[config.mk]
export PLATFORM = sky130hd
export DESIGN_NAME = csg_guard_bank
export DESIGN_NICKNAME = d
export VERILOG_FILES = /design/src/core/csg_pkg.sv /design/src/core/csg_guard_bank.sv /design/src/core/csg_guard_cell.sv
export SDC_FILE = /design/constraint.sdc
export NUM_CORES = 1
export LEC_CHECK = 0
export BUFFER_PORTS_ARGS = -buffer_cell sky130_fd_sc_hd__buf_4
export CORE_MARGIN = 2
export CORE_UTILIZATION = 35
export CTS_CLUSTER_DIAMETER = 150
export DETAILED_ROUTE_END_ITERATION = 12
export PLACE_DENSITY = 0.58
export SLEW_MARGIN = 20
export SYNTH_ARGS = -nofsm -noshare
export SYNTH_HDL_FRONTEND = slang
export SYNTH_HIERARCHICAL = 1
export SYNTH_SLANG_ARGS = --single-unit
[constraint.sdc]
create_clock -name sys_clk -period 3.6 [get_ports sys_clk]
set_input_delay 1.08 -clock sys_clk [delete_from_list [all_inputs] [get_ports sys_clk]]
set_output_delay 1.08 -clock sys_clk [all_outputs]
set_load 0.01 [all_outputs]
[src/core/csg_pkg.sv]
// Package for the compare-shadow write guard block.
// Assumes an 8-bit control bus with a 6-bit register address on one clock.
package csg_pkg;

    // Control bus address width and data width
    localparam int ADDR_W = 6;
    localparam int DATA_W = 8;

    // Guarded live registers (paired with the shadows)
    localparam logic [5:0] TX_STATE_ADDR      = 6'h04;
    localparam logic [5:0] RX_COND_A_ADDR     = 6'h0A;
    localparam logic [5:0] RX_COND_B_ADDR     = 6'h0B;
    // Interrupt condition register holding the inhibit flag
    localparam logic [5:0] INT_COND_ADDR      = 6'h02;
    // Shadow registers
    localparam logic [5:0] TX_SHADOW_ADDR     = 6'h1B;
    localparam logic [5:0] RX_SHADOW_A_ADDR   = 6'h1C;
    localparam logic [5:0] RX_SHADOW_B_ADDR   = 6'h1D;

    // Bit position of the write-inhibit flag in the interrupt condition register
    localparam int WRITE_INHIBIT_BIT = 3;

    // Reset values
    localparam logic [7:0] TX_STATE_RESET  = 8'h00;
    localparam logic [7:0] RX_COND_RESET   = 8'h00;
    localparam logic [7:0] SHADOW_RESET    = 8'h00;
    localparam logic [7:0] INT_COND_RESET  = 8'h00;

    // Number of guarded register pairs
    localparam int NUM_GUARD = 3;
    localparam int GUARD_TX  = 0;
    localparam int GUARD_RXA = 1;
    localparam int GUARD_RXB = 2;

    // Bus request from the station-management processor
    typedef struct packed {
        logic                rd;
        logic                wr;
        logic [5:0]          addr;
        logic [7:0]          wdata;
    } csg_req_t;

    // Device-side per-register event (hardware set / clear)
    typedef struct packed {
        logic [7:0]          set;
        logic [7:0]          clr;
    } csg_hw_evt_t;

endpackage

[src/core/csg_guard_bank.sv]
// Read-before-write guard bank: three guarded registers, their shadows
// and the write-inhibit flag of the interrupt condition register.
// Assumes a synchronous 8-bit control bus on sys_clk; hardware events
// arrive on the same clock as one-cycle set/clear vectors.
//
// Functional notes
// RQ1: Transmit register read snapshots shadow.
// RQ2: Transmit write blocks stale bits, sets inhibit.
// RQ3: Receive A read snapshots shadow A.
// RQ4: Receive A write blocks stale bits, inhibit.
// RQ5: Receive B read snapshots shadow B.
// RQ6: Receive B write blocks stale bits, inhibit.
// RQ7: Transmit shadow mirrors all eight bits.
// RQ8: Shadow A mirrors all eight bits.
// RQ9: Shadow B mirrors all eight bits.
// RQ10: Host reads, then writes back read value.
// RQ11: Shadow holds until read or direct write.
`timescale 1ns/1ps
module csg_guard_bank
(
    // Clock and reset
    sys_clk,
    rst,
    // Control bus
    req,
    rdata,
    // Hardware events on guarded registers
    tx_evt,
    rxa_evt,
    rxb_evt,
    // Other hardware writes to the interrupt condition register
    int_set,
    // Register contents toward the rest of the device
    tx_state,
    rx_cond_a,
    rx_cond_b,
    int_cond
);
    input  wire logic               sys_clk;
    input  wire logic               rst;
    input  wire csg_pkg::csg_req_t  req;
    output logic [7:0]              rdata;
    input  wire csg_pkg::csg_hw_evt_t tx_evt;
    input  wire csg_pkg::csg_hw_evt_t rxa_evt;
    input  wire csg_pkg::csg_hw_evt_t rxb_evt;
    input  wire logic [7:0]         int_set;
    output logic [7:0]              tx_state;
    output logic [7:0]              rx_cond_a;
    output logic [7:0]              rx_cond_b;
    output logic [7:0]              int_cond;

    // Per-pair decode and state
    logic [2:0]       live_rd;
    logic [2:0]       live_wr;
    logic [2:0]       shadow_wr;
    logic [2:0]       inhibit;
    logic [7:0]       live_v   [3];
    logic [7:0]       shadow_v [3];
    logic [7:0]       set_v    [3];
    logic [7:0]       clr_v    [3];
    logic [5:0]       live_addr   [3];
    logic [5:0]       shadow_addr [3];

    // Interrupt condition register and read data
    logic [7:0]       int_cond_q;
    logic [7:0]       int_cond_d;
    logic [7:0]       rdata_q;
    logic [7:0]       rdata_d;
    logic             int_wr;
    logic [7:0]       inhibit_bit;

    // Address table per guarded pair
    assign live_addr[csg_pkg::GUARD_TX]    = csg_pkg::TX_STATE_ADDR;
    assign live_addr[csg_pkg::GUARD_RXA]   = csg_pkg::RX_COND_A_ADDR;
    assign live_addr[csg_pkg::GUARD_RXB]   = csg_pkg::RX_COND_B_ADDR;
    assign shadow_addr[csg_pkg::GUARD_TX]  = csg_pkg::TX_SHADOW_ADDR;
    assign shadow_addr[csg_pkg::GUARD_RXA] = csg_pkg::RX_SHADOW_A_ADDR;
    assign shadow_addr[csg_pkg::GUARD_RXB] = csg_pkg::RX_SHADOW_B_ADDR;
    assign set_v[csg_pkg::GUARD_TX]  = tx_evt.set;
    assign clr_v[csg_pkg::GUARD_TX]  = tx_evt.clr;
    assign set_v[csg_pkg::GUARD_RXA] = rxa_evt.set;
    assign clr_v[csg_pkg::GUARD_RXA] = rxa_evt.clr;
    assign set_v[csg_pkg::GUARD_RXB] = rxb_evt.set;
    assign clr_v[csg_pkg::GUARD_RXB] = rxb_evt.clr;

    // One guard cell per pair
    genvar g;
    generate
        for (g = 0; g < csg_pkg::NUM_GUARD; g++)
        begin : g_pair
            // RQ1: RQ3: RQ5: read strobes snapshot
            assign live_rd[g]   = req.rd && (req.addr == live_addr[g]);
            // RQ2: RQ4: RQ6: guarded live write
            assign live_wr[g]   = req.wr && (req.addr == live_addr[g]);
            // RQ11: direct shadow write
            assign shadow_wr[g] = req.wr && (req.addr == shadow_addr[g]);
            // RQ7: RQ8: RQ9: full byte mirrored
            csg_guard_cell u_cell
            (
                .sys_clk   (sys_clk),
                .rst       (rst),
                .live_rd   (live_rd[g]),
                .live_wr   (live_wr[g]),
                .shadow_wr (shadow_wr[g]),
                .wdata     (req.wdata),
                .hw_set    (set_v[g]),
                .hw_clr    (clr_v[g]),
                .live_q    (live_v[g]),
                .shadow_q  (shadow_v[g]),
                .inhibit   (inhibit[g])
            );
        end
    endgenerate

    // Host write loads the interrupt register with wdata; sets win
    assign int_wr = req.wr && (req.addr == csg_pkg::INT_COND_ADDR);
    // RQ2: RQ4: RQ6: inhibit flag raised
    assign inhibit_bit = (|inhibit) ? (8'h01 << csg_pkg::WRITE_INHIBIT_BIT) : 8'h00;
    assign int_cond_d  = (int_wr ? req.wdata : int_cond_q) | int_set | inhibit_bit;

    // Read mux, registered so the output is a flop
    always_comb
    begin
        rdata_d = 8'h00;
        case (req.addr)
            csg_pkg::TX_STATE_ADDR:    rdata_d = live_v[csg_pkg::GUARD_TX];
            csg_pkg::RX_COND_A_ADDR:   rdata_d = live_v[csg_pkg::GUARD_RXA];
            csg_pkg::RX_COND_B_ADDR:   rdata_d = live_v[csg_pkg::GUARD_RXB];
            csg_pkg::TX_SHADOW_ADDR:   rdata_d = shadow_v[csg_pkg::GUARD_TX];
            csg_pkg::RX_SHADOW_A_ADDR: rdata_d = shadow_v[csg_pkg::GUARD_RXA];
            csg_pkg::RX_SHADOW_B_ADDR: rdata_d = shadow_v[csg_pkg::GUARD_RXB];
            csg_pkg::INT_COND_ADDR:    rdata_d = int_cond_q;
            default:                   rdata_d = 8'h00;
        endcase
    end

    // Interrupt register and read data flops
    always_ff @(posedge sys_clk)
    begin
        if (rst)
        begin
            int_cond_q <= csg_pkg::INT_COND_RESET;
            rdata_q    <= 8'h00;
        end
        else
        begin
            int_cond_q <= int_cond_d;
            rdata_q    <= req.rd ? rdata_d : rdata_q;
        end
    end

    assign rdata     = rdata_q;
    assign int_cond  = int_cond_q;
    assign tx_state  = live_v[csg_pkg::GUARD_TX];
    assign rx_cond_a = live_v[csg_pkg::GUARD_RXA];
    assign rx_cond_b = live_v[csg_pkg::GUARD_RXB];

endmodule // csg_guard_bank

[src/core/csg_guard_cell.sv]
// One guarded register with its comparison shadow.
// Assumes the parent decodes the bus and gives single-cycle strobes.
`timescale 1ns/1ps
module csg_guard_cell
(
    // Clock and reset
    input  wire logic       sys_clk,
    input  wire logic       rst,
    // Bus strobes already decoded for this pair
    input  wire logic       live_rd,
    input  wire logic       live_wr,
    input  wire logic       shadow_wr,
    input  wire logic [7:0] wdata,
    // Hardware events on the live register
    input  wire logic [7:0] hw_set,
    input  wire logic [7:0] hw_clr,
    // State
    output logic [7:0]      live_q,
    output logic [7:0]      shadow_q,
    output logic            inhibit
);

    // Bits whose live value has moved since the snapshot
    logic [7:0] stale;
    // Bits the host may change on this write
    logic [7:0] wr_mask;
    // Next values
    logic [7:0] live_d;
    logic [7:0] shadow_d;

    assign stale   = live_q ^ shadow_q;
    assign wr_mask = live_wr ? ~stale : 8'h00;
    // Inhibit when a stale bit would be set or cleared by the host
    assign inhibit = live_wr && (|(stale & (wdata ^ live_q)));

    // Hardware sets win over a host write in the same cycle
    assign live_d = (((live_q & ~wr_mask) | (wdata & wr_mask)) & ~hw_clr) | hw_set;

    // Shadow: snapshot on read, direct store on its own write
    assign shadow_d = live_rd ? live_q : (shadow_wr ? wdata : shadow_q);

    // Register update
    always_ff @(posedge sys_clk)
    begin
        if (rst)
        begin
            live_q   <= csg_pkg::RX_COND_RESET;
            shadow_q <= csg_pkg::SHADOW_RESET;
        end
        else
        begin
            live_q   <= live_d;
            shadow_q <= shadow_d;
        end
    end

endmodule // csg_guard_cell

Word level (Yosys, flattened, before mapping)
Index checks and enable logic that the tools add are counted.

Register bits after elaboration: 64.

Bitwise gates (word level): 35. Reduce and logical (&&, ||, !) cells: 20. Mux-type cells: 12. Eq/ne operators: 7.

Operators with widths (number): $and A8 B8 Y8 (12); $mux W8 (10); $not A8 Y8 (9); $or A8 B8 Y8 (7); $pmux W8 S7 (1); $xor A8 B8 Y8 (6); $reduce_or A8 Y1 (3); $eq A6 B5 Y1 const B (3); $logic_and A1 B1 Y1 (13); $eq A6 B4 Y1 const B (2); $or A8 B4 Y8 (1); $eq A6 B2 Y1 const B (1); $eq A6 B3 Y1 const B (1); $reduce_bool A2 Y1 (3); $mux W4 (1); $reduce_or A3 Y1 (1).

Depth between registers and ports, before layout
Gate-level depths: netlist of the first run.

Depth after elaboration: 8. Mapped depth: 9. Mapped depth without buffers: 7.

By module
The synthesis of the first run kept the hierarchy.

By module, submodules not included: csg_guard_cell (instances 3, cells each 128, seq. area each 320.3 sq um, area an instance 952.2 sq um); csg_guard_bank (instances 1, cells each 146, seq. area each 320.3 sq um, area an instance 1243.7 sq um).

Worst setup path before layout of the first run
OpenSTA, ideal clock, no wires.

Kind: input to register. From: input port req[8] (netlist bit). To: register g_pair[1].u_cell.live_q[4]. Path buffers: 2. Arrival: 2.487 ns. Cell stages on the path: 8. Setup time: 0.128 ns. Path slack: 0.985 ns. Cell sequence: nor3_1 > clkbuf_1 > and4_1 > buf_6 > nand2b_1 > o2bb2ai_1 > a21oi_1 > nor2_1.

Longest elaborated chain between the ends: 8. Elaborated cells on any way between the ends: 9. Those cells by class: 1 x eq/ne; 1 x mux; 6 x bitwise; 1 x reduce/logical.

RTL lines: start: declaration (RTL line csg_guard_bank.sv:41) `input wire csg_pkg::csg_req_t req;`; $eq A6 B4 Y1 (*) (RTL line csg_guard_bank.sv:94) `assign live_wr[g] = req.wr && (req.addr == live_addr[g]);`; $logic_and A1 B1 Y1 (*) (RTL line csg_guard_bank.sv:94); named net live_wr[1] (RTL line csg_guard_bank.sv:54) `logic [2:0] live_wr;`; $mux W8 (*) (RTL line csg_guard_cell.sv:32) `assign wr_mask = live_wr ? ~stale : 8'h00;`; $not A8 Y8 (RTL line csg_guard_cell.sv:37) `assign live_d = (((live_q & ~wr_mask) | (wdata & wr_mask)) & ~hw_clr) | hw_set;`; $and A8 B8 Y8 (RTL line csg_guard_cell.sv:37); $or A8 B8 Y8 (*) (RTL line csg_guard_cell.sv:37); $and A8 B8 Y8 (*) (RTL line csg_guard_cell.sv:37); $or A8 B8 Y8 (*) (RTL line csg_guard_cell.sv:37); end signal: assignment (RTL line csg_guard_cell.sv:47) `live_q <= csg_pkg::RX_COND_RESET;`; end signal: assignment (RTL line csg_guard_cell.sv:52) `live_q <= live_d;`; end: declaration (RTL line csg_guard_cell.sv:18) `output logic [7:0] live_q,`.

The timed path passes the listed nets; every way through them passes the cells marked *. A chain may end at the register's enable or synchronous reset.

Worst setup path in the final report of the first run
From: input port req[11] (netlist bit). To: register int_cond_q[3] (netlist: int_cond[3]).

Longest elaborated chain between the ends: 6. Elaborated cells on any way between the ends: 16. Those cells by class: 4 x eq/ne; 2 x mux; 2 x bitwise; 8 x reduce/logical.

RTL lines: $eq A6 B3 Y1 (RTL line csg_guard_bank.sv:94); $logic_and A1 B1 Y1 (RTL line csg_guard_bank.sv:94); named net live_wr[0] (RTL line csg_guard_bank.sv:54); $logic_and A1 B1 Y1 (RTL line csg_guard_cell.sv:34) `assign inhibit = live_wr && (|(stale & (wdata ^ live_q)));`; named net inhibit[0] (RTL line csg_guard_bank.sv:56) `logic [2:0] inhibit;`; $reduce_or A3 Y1 (RTL line csg_guard_bank.sv:118) `assign inhibit_bit = (|inhibit) ? (8'h01 << csg_pkg::WRITE_INHIBIT_BIT) : 8'h00;`; $mux W4 (RTL line csg_guard_bank.sv:118); $or A8 B4 Y8 (RTL line csg_guard_bank.sv:119) `assign int_cond_d = (int_wr ? req.wdata : int_cond_q) | int_set | inhibit_bit;`; end signal: assignment (RTL line csg_guard_bank.sv:142) `int_cond_q <= csg_pkg::INT_COND_RESET;`; end signal: assignment (RTL line csg_guard_bank.sv:147) `int_cond_q <= int_cond_d;`; end: declaration (RTL line csg_guard_bank.sv:65) `logic [7:0] int_cond_q;`.

The timed path passes the listed nets, and every way through them passes these cells.

==> flow_summary.yaml, run 1 <==
critical_path:
  cp_top_family: "simple AND/OR/NAND/NOR gates"
  crit_chain: "buf_4 > nor3b_1 > buf_4 > and3_1 > inv_1 > a41oi_1 > nor4_1 > a21oi_1"
  slowest_delay_ns: 0.59
  path_max_fanout: 17
  worstSetupEndpointType: "flip-flop"
  critPathKind: "input port to flip-flop"
  cp.arrival_ns: 2.86
  r2r_cells: 5
  worstPathBufferInverterCount: 3
  startpoint: "req[11]"
  cpMostUsedCell: "buf_4"
  regToRegStartpoint: "g_pair[1].u_cell/live_q[5]"
  rr_endpoint: "int_cond[3]"
  crit_required_ns: 3.86
  start_kind: "input port"
  cp_slowest_cell: "and3_1"
  r2r_slack_ns: 1.94
clock_tree:
  cts_tree: "yes"
  cts_made_buffers: 9
  clk_pin_slew_worst_paths_ns: 0.05
  cts_setup_buffers: 0
  cts-hold-fix-buffers: 0
  root_buffer: "clkbuf_16"
  htreeDepth: 3
  ctsLongestPathBuffers: 2
  cts.sinks: 64
  ctsResizeCount: 0
  clock_latency_ns: 0.34
detailed_routing:
  drt_iter0_drc: 258
  first_pass_iters: 5
  avgViaCountPerCell: 5.40
  wl_met1_um: 5900
  routed_wl_um: 12700
  dr_wl_met3_um: 761
  wl_per_cell_um: 16.4
  drc: 0
  wl_met2_um: 5920
  routed.top_layer: "met4"
  ant_nets: 0
  vias: 4197
global_route:
  antenna_found_initial: 0
  grt_use_total_pct: 20.2
  grt_max_degree: 45
  grt_overflow_total: 0
  grt_pass1_wl_um: 20200
  grt_pass1_vias: 3766
layout:
  diodes: 0
  layout-drive-gt1-share_pct: 23.3
  area_delta_synth_final_pct: 28.6
  nNetsFinal: 705
  fillers: 1150
synthesis:
  synth_commonest_cells: "nor2_1 (83), a21oi_1 (80), dfxtp_1 (64)"
  synthesis.area_mm2: 0.00410
  synth_edf_count: 0
  synth_area_leaders: "dfxtp_1 (31%), a21oi_1 (9.8%), mux2i_1 (9.5%), nor2_1 (7.6%), nand2b_1 (5.5%)"
  async_flop_share_pct: 0
  yosysUniqueCellTypes: 31
  yosys_warnings: 6
  yosysMostFrequentCell: "nor2_1"
  syn_avg_cell_area_um2: 7.74
  ys.flop_type: "dfxtp_1"
  synth_top_cell_by_area: "dfxtp_1"
  synth_nets: 604
  seq_area_frac_synth_pct: 31.2
  synth_top_area_share_pct: 31.2
  postSynthCellCount: 530
  ys_ff_latch: 64
worst_hold_path:
  hold_depth: 1
  hp-class: "flip-flop to flip-flop"
  hold-path-endpoint: "rdata[1]"
  min_from: "rdata[1]"
flow_run:
  max-cap-violations: 0
power:
  p_comb_share_pct: 16.2
  clockPowerShare_pct: 41.7
  fin_total_pwr_uw: 1870
  internal-power_uw: 1370
  swShare_pct: 26.4
  ir_drop_uv: 253
  power_density_mw_per_mm2: 354
  netSwitchingPower_uw: 494
  seqPwrFrac_pct: 42.2
  p_leak_uw: 0.00231
placed_design:
  place.gp.congestion: 0.889
  place_hpwl_um: 9380
  port-buffer-count: 113
sta:
  hold_violations: 0
  clock_skew_ns: 0.00559
  rsz0062_at_grt: "false"
  fin_crit_sh_pct: 72.0
  max_freq_ghz: 0.386
  slew_headroom_pct: 53.1
  period_needed_ns: 2.59
  tns_ns: 0
  worstMarginPinSlew_ns: 0.699
  setup_viol: 0
  slew_viol_final: 0
outcome:
  outcome: "complete, no violations"
floorplan:
  row_count: 39
  dieArea_mm2: 0.0126
  die_h_um: 112
  num_io_pins: 114
  core_mm2: 0.0114
  fp.dieW_um: 112
  start_util_pct: 35.9
==> registers in the layout (all words and copies together) (netlist names) <==
| signal | cells |
|---|---|
| g_pair.u_cell/live_q | 24 |
| g_pair.u_cell/shadow_q | 24 |
| int_cond | 8 |
| rdata | 8 |
==> power by group through the flow <==
stage | Clock (uW) | Sequential (uW) | Combinational (uW)
final | 778 | 787 | 301
after global routing | 821 | 793 | 332
after CTS | 794 | 787 | 303
after detailed placement | 0 | 802 | 302
after global placement | 0 | 801 | 299
after floorplan | 0 | 797 | 139
==> layout make-up <==
type | count | area, um2 | share of cell area (%)
clock buffer | 13 | 250 | 4.75
clock inverter | 1 | 5.00 | 0.0949
inverter | 35 | 131 | 2.49
multi-input combinational | 401 | 2520 | 47.9
sequential | 64 | 1280 | 24.3
tap | 143 | 179 | 3.39
timing repair buffer | 120 | 901 | 17.1
==> layer usage <==
metal / GRT usage (%) / vias to the layer above
met5: 0 / -
met4: 5.93 / 0
met3: 4.37 / 10
met2: 33.1 / 123
met1: 26.9 / 1971
li1: - / 2093
==> worst reg2reg max path: stages, from the launching register on <==
cell     delay [ns]
dfxtp_1        0.45
and3b_1        0.21
nor3_1         0.27
a41oi_1        0.19
nor4_1         0.30
a21oi_1        0.10
==> how the worst max path moves through the flow <==
stage,endpoint,slack (ns),cells after the start
6_report,int_cond[3],1.01,8
3_5_place_dp,int_cond[3],0.65,8
5_1_grt,int_cond[3],0.77,8
3_3_place_gp,int_cond[3],0.72,8
2_1_floorplan,g_pair[1].u_cell/live_q[4],0.99,8
4_1_cts,int_cond[3],1.00,8
==> cell families (layout without fill, tap and decap cells) <==
kind of cell           count (synthesis)  after routing  synth area share, %
flip-flops                            64             64                 31.2
AND/OR/NAND/NOR                      203            203                 25.0
buffers and inverters                 65            169                 7.29
multiplexers                          55             55                 13.9
AO/OA/AOI/OAI                        143            143                 22.5
==> metrics by stage <==
step / cell area [um2] / std cells / setup slack, ns / hold WS [ns] / utilization, %
finish: 5270 / 777 / 1.01 / 0.480 / 46.2
global route: 5270 / 777 / 0.766 / 0.493 / 46.2
CTS: 5270 / 777 / 1.00 / 0.485 / 46.2
detailed placement: 5020 / 763 / 0.654 / 0.473 / 43.9
global placement: 5020 / 763 / 0.715 / 0.468 / 43.9
floorplan: 4100 / 530 / 0.985 / 0.499 / -
==> placed cells by master (no fill, tap or decap), types with 2 or more instances in the layout <==
cell | synthesis | routed
o2111ai_1 | 8 | 8
o22ai_1 | 12 | 12
clkbuf_16 | 0 | 9
nor3b_1 | 7 | 7
o211a_1 | 2 | 2
and3b_1 | 8 | 8
o2bb2ai_1 | 24 | 24
buf_4 | 0 | 120
dfxtp_1 | 64 | 64
a41oi_1 | 3 | 3
and3_1 | 4 | 4
a21oi_1 | 80 | 80
inv_1 | 35 | 35
a22o_1 | 7 | 7
mux2_2 | 16 | 16
clkbuf_1 | 11 | 3
mux2i_1 | 39 | 39
a221oi_1 | 6 | 6
nand2b_1 | 36 | 36
nor2_1 | 83 | 83
nor3_1 | 7 | 6
nand2_1 | 14 | 14
and2_1 | 3 | 3
nor2b_1 | 9 | 9
and4_1 | 3 | 3
nand3_1 | 25 | 25
(Power assumes the default switching activity.)
==> run 2: changes to the inputs <==
PLACE_DENSITY = 0.6   (was 0.58)
clock period = 2.36 ns   (was 3.6 ns; I/O delays follow)
==> flow_summary.yaml, run 2 (synthesis gave the netlist of run 1 again) <==
outcome:
  outcome: "complete, no violations"
critical_path:
  worstPathBufferInverterCount: 3
  critPathKind: "input port to flip-flop"
  worstSetupEndpointType: "flip-flop"
  regToRegStartpoint: "g_pair[2].u_cell/live_q[1]"
  r2r_cells: 5
  rr_endpoint: "int_cond[3]"
  start_kind: "input port"
  cp_top_family: "simple AND/OR/NAND/NOR gates"
  cp_slowest_cell: "a41oi_1"
  r2r_slack_ns: 0.66
  crit_chain: "buf_4 > and3b_1 > and3_1 > and2_1 > buf_12 > inv_1 > a41oi_1 > nor4_1 > a21oi_1"
  cp.arrival_ns: 2.23
  path_max_fanout: 17
  crit_required_ns: 2.63
  slowest_delay_ns: 0.26
layout:
  stdcell_area_mm2: 0.00549
  layout_common_cells: "buf_4 (129), nor2_1 (83), a21oi_1 (80)"
  mostFrequentLayoutCell: "buf_4"
  nNetsFinal: 718
  top_regs: "g_pair.u_cell/live_q (24), g_pair.u_cell/shadow_q (24)"
  area_delta_synth_final_pct: 33.8
  diodes: 0
  finalCoreUtilization_pct: 48.0
  layout-drive-gt1-share_pct: 25.3
floorplan:
  core_mm2: 0.0114
  fp.dieW_um: 112
  row_count: 39
  die_h_um: 112
  start_util_pct: 35.9
  dieArea_mm2: 0.0126
  num_io_pins: 114
detailed_routing:
  avgViaCountPerCell: 5.44
  ant_nets: 0
  first_pass_iters: 5
  routed_wl_um: 13000
  drc: 0
  drt_iter0_drc: 233
  vias: 4306
  wl_per_cell_um: 16.4
sta:
  setup_slack_ns: 0.396
  timing.hold.ws_ns: 0.481
  rsz0062_at_grt: "false"
  fin_crit_sh_pct: 83.2
  max_freq_ghz: 0.509
  tns_ns: 0
  hold_violations: 0
  clock_skew_ns: 0.00598
  slew_headroom_pct: 61.9
  worstMarginPinSlew_ns: 0.571
  period_needed_ns: 1.96
  slew_viol_final: 0
  setup_viol: 0
global_route:
  grt_max_degree: 52
  antenna_found_initial: 0
  grt_pass1_wl_um: 21300
  grt_pass1_vias: 4194
  grt_overflow_total: 0
  grt_use_total_pct: 21.0
clock_tree:
  cts_made_buffers: 9
  cts.sinks: 64
  cts_tree: "yes"
  cts-hold-fix-buffers: 0
  ctsLongestPathBuffers: 2
  htreeDepth: 3
  ctsResizeCount: 0
  root_buffer: "clkbuf_16"
  clock_latency_ns: 0.34
  cts_setup_buffers: 0
  clk_pin_slew_worst_paths_ns: 0.05
placed_design:
  port-buffer-count: 113
  placed_area_mm2: 0.00516
  place.gp.congestion: 0.919
  place_ws_ns: 0.110
  place_hpwl_um: 9680
worst_hold_path:
  min_from: "rdata[3]"
  hp-class: "flip-flop to flip-flop"
  hold_depth: 1
  hold-path-endpoint: "rdata[3]"
power:
  ir_drop_uv: 325
  p_comb_share_pct: 15.0
  seqPwrFrac_pct: 38.5
  netSwitchingPower_uw: 773
  p_leak_uw: 0.00243
  clockPowerShare_pct: 46.5
  power_density_mw_per_mm2: 569
  internal-power_uw: 2350
  swShare_pct: 24.8
flow_run:
  max-cap-violations: 0
[run 2: layout make-up]
type,instances,area (um2)
Fill cell,1171,5930
Multi-Input combinational cell,401,2520
Sequential cell,64,1280
Timing Repair Buffer,133,1050
Clock buffer,12,256
Tap cell,143,179
Inverter,35,131
Clock inverter,3,65.1
[run 2: power by group through the flow]
stage	Clock (uW)	Combinational, uW	Sequential (uW)
finish	1450	468	1200
global route	1530	515	1210
CTS	1470	471	1200
detailed placement	0	469	1220
global placement	0	460	1220
floorplan	0	212	1220
[run 2: worst max path at each step]
stage / cells past startpoint / from / to
after floorplan: 8 / req[8] / g_pair[1].u_cell/live_q[4]
after global placement: 9 / req[8] / int_cond[3]
after detailed placement: 9 / req[8] / int_cond[3]
after CTS: 9 / req[8] / int_cond[3]
after global routing: 9 / req[12] / g_pair[2].u_cell/shadow_q[2]
final: 9 / req[8] / int_cond[3]
[run 2: worst reg2reg max path: stages (launching register included)]
cell	delay [ns]
dfxtp_1	0.49
nor2b_1	0.09
a221oi_1	0.41
a41oi_1	0.24
nor4_1	0.24
a21oi_1	0.10
[run 2: routing by layer]
layer	up-vias	routed length (um)	global-route usage, %
met4	0	130	5.53
met2	121	6150	35.4
li1	2116	-	-
met1	2060	6080	28.0
met5	-	0	0
met3	9	627	3.56
[run 2: metrics by stage]
stage                     instances  power, uW
after global placement          776       1680
after CTS                       791       3140
after global routing            791       3260
after detailed placement        776       1690
after floorplan                 530       1430
final                           791       3120
==> run 3: changes to the inputs <==
ABC_AREA = 1   (was not set)
clock period = 1.79 ns   (was 2.36 ns; I/O delays follow)
==> flow_summary.yaml, run 3 <==
global_route:
  grt_max_degree: 17
  grt_use_total_pct: 24.6
  antenna_found_initial: 0
  grt_pass1_wl_um: 24700
  grt_overflow_total: 0
  grt_pass1_vias: 4714
power:
  p_leak_uw: 0.00321
  fin_total_pwr_uw: 3900
  swShare_pct: 27.5
  clockPowerShare_pct: 41.1
  netSwitchingPower_uw: 1070
  ir_drop_uv: 357
  power_density_mw_per_mm2: 646
  seqPwrFrac_pct: 40.5
  p_comb_share_pct: 18.4
  internal-power_uw: 2830
detailed_routing:
  avgViaCountPerCell: 5.01
  routed_wl_um: 15800
  wl_per_cell_um: 15.2
  drt_iter0_drc: 391
  drc: 0
  first_pass_iters: 5
  vias: 5214
  ant_nets: 0
sta:
  setup_viol: 0
  worstMarginPinSlew_ns: 0.310
  max_freq_ghz: 0.607
  timing.hold.ws_ns: 0.406
  fin_crit_sh_pct: 92.0
  period_needed_ns: 1.65
  clock_skew_ns: 0.0101
  rsz0062_at_grt: "false"
  slew_viol_final: 0
  hold_violations: 0
  slew_headroom_pct: 79.3
floorplan:
  core_mm2: 0.0120
  num_io_pins: 114
  die_h_um: 115
  row_count: 40
  dieArea_mm2: 0.0131
  start_util_pct: 35.7
  fp.dieW_um: 115
clock_tree:
  root_buffer: "clkbuf_16"
  cts_made_buffers: 9
  htreeDepth: 3
  clock_latency_ns: 0.34
  ctsLongestPathBuffers: 2
  clk_pin_slew_worst_paths_ns: 0.05
  cts-hold-fix-buffers: 0
  cts_tree: "yes"
  cts.sinks: 64
  cts_setup_buffers: 0
layout:
  area_delta_synth_final_pct: 41.4
  diodes: 0
  layout-drive-gt1-share_pct: 27.8
  top_regs: "g_pair.u_cell/live_q (24), g_pair.u_cell/shadow_q (24)"
  layout_common_cells: "nand2_1 (197), buf_4 (179), inv_1 (118)"
  fillers: 1251
  mostFrequentLayoutCell: "nand2_1"
  nNetsFinal: 965
placed_design:
  place_hpwl_um: 12400
  port-buffer-count: 113
  place.gp.congestion: 1.04
critical_path:
  cp_slowest_cell: "dfxtp_1"
  rr_endpoint: "int_cond[3]"
  cp.arrival_ns: 1.87
  slowest_delay_ns: 0.44
  path_max_fanout: 5
  critPathKind: "flip-flop to flip-flop"
  start_kind: "flip-flop"
  cpMostUsedCell: "nand2_1"
  crit_required_ns: 2.02
  r2r_slack_ns: 0.14
  r2r_cells: 11
  worstSetupEndpointType: "flip-flop"
  crit_chain: "inv_1 > nand2_1 > nand2_1 > nand2_1 > nand2_1 > nor2_1 > a21oi_1 > nor4_4 > nand3_1 > nand2_1 > inv_1"
  regToRegStartpoint: "g_pair[1].u_cell/shadow_q[5]"
synthesis:
  synth_commonest_cells: "nand2_1 (199), inv_1 (119), nor2_1 (100)"
  synth_edf_count: 0
  synth_nets: 790
  seq_area_frac_synth_pct: 30.0
  yosys_warnings: 6
  ys.flop_type: "dfxtp_1"
  synth_area_leaders: "dfxtp_1 (30%), nand2_1 (17%), inv_1 (10%), nor2_1 (8.8%), a21oi_1 (5.9%)"
  postSynthCellCount: 716
  ys_ff_latch: 64
  yosysMostFrequentCell: "nand2_1"
  async_flop_share_pct: 0
  syn_avg_cell_area_um2: 5.97
  synth_top_area_share_pct: 30.0
  synth_top_cell_by_area: "dfxtp_1"
  yosysUniqueCellTypes: 25
  synthesis.area_mm2: 0.00427
worst_hold_path:
  hold_depth: 3
  hp-class: "input port to flip-flop"
  min_from: "tx_evt[8]"
  hold-path-endpoint: "g_pair[0].u_cell/live_q[0]"
outcome:
  outcome: "complete, no violations"
flow_run:
  max-cap-violations: 0
==> run 3: changes by cell type after synthesis, sizes merged, moves of 16 or more <==
cell	previous run	this run
inv	35	126
nor2	83	107
a21oi	80	56
nand2b	36	0
mux2	16	0
mux2i	39	0
nand2	14	202
o221ai	0	24
nor3	7	24
o21ai	0	22
o21bai	0	18
o2bb2ai	24	0
==> run 3: what timing repair did <==
item	4_1_cts	5_1_grt
pin swaps	1	1
endpoints found under the setup margin	1	1
gates resized for setup	6	20
==> run 3: area by class of cell <==
cell class	instances	area (um2)	area share (%)
Timing Repair Buffer	181	1380	22.9
Clock inverter	1	5.00	0.0828
Inverter	129	484	8.01
Clock buffer	12	256	4.25
Sequential cell	64	1310	21.7
Tap cell	147	184	3.04
Multi-Input combinational cell	506	2420	40.0
==> run 3: per-layer routing <==
layer | routed length [um] | GRT usage [%] | vias up
met2 | 7690 | 41.3 | 165
met1 | 7000 | 32.5 | 2393
met5 | 0 | 0 | -
li1 | - | - | 2637
met4 | 353 | 8.94 | 0
met3 | 792 | 2.75 | 19
==> run 3: logic make-up after synthesis <==
| logic type | share of synthesized area (%) |
|---|---|
| simple gates | 37.6 |
| flops | 30.0 |
| buf+inv | 14.7 |
| compound gates | 17.7 |
==> run 3: worst max path at each step <==
stage,start,endpoint,slack (ns),cells past startpoint
finish,g_pair[1].u_cell/shadow_q[5],int_cond[3],0.14,11
CTS,g_pair[0].u_cell/live_q[5],int_cond[3],0.005,11
floorplan,req[10],g_pair[2].u_cell/live_q[0],0.02,12
detailed placement,req[1],int_cond[3],-0.37,10
global route,g_pair[2].u_cell/live_q[1],int_cond[3],0.01,11
global placement,req[1],int_cond[3],-0.31,10
==> run 3: per-stage QoR <==
step | util, % | instance area (um2) | cells | setup TNS, ns | worst slack [ns]
after floorplan | - | 4310 | 716 | 0 | 0.0163
after global placement | 47.9 | 5730 | 1027 | -0.641 | -0.315
after detailed placement | 47.9 | 5730 | 1027 | -1.59 | -0.371
after CTS | 50.2 | 6010 | 1040 | 0 | 0.00510
after global routing | 50.5 | 6040 | 1040 | 0 | 0.0126
final | 50.5 | 6040 | 1040 | 0 | 0.143
==> run 3: critical path, delay by kind of cell (launching register included) <==
family          cells  cell delay (ns)
flops               1             0.44
simple gates        8             0.86
compound gates      1             0.12
buf+inv             2             0.12
==> run 3: power by group through the flow <==
| stage | sequential [uW] | combinational, uW | clock (uW) |
|---|---|---|---|
| floorplan | 1590 | 306 | 0 |
| global placement | 1600 | 697 | 0 |
| detailed placement | 1600 | 710 | 0 |
| CTS | 1570 | 713 | 1630 |
| global route | 1590 | 796 | 1690 |
| finish | 1580 | 717 | 1610 |
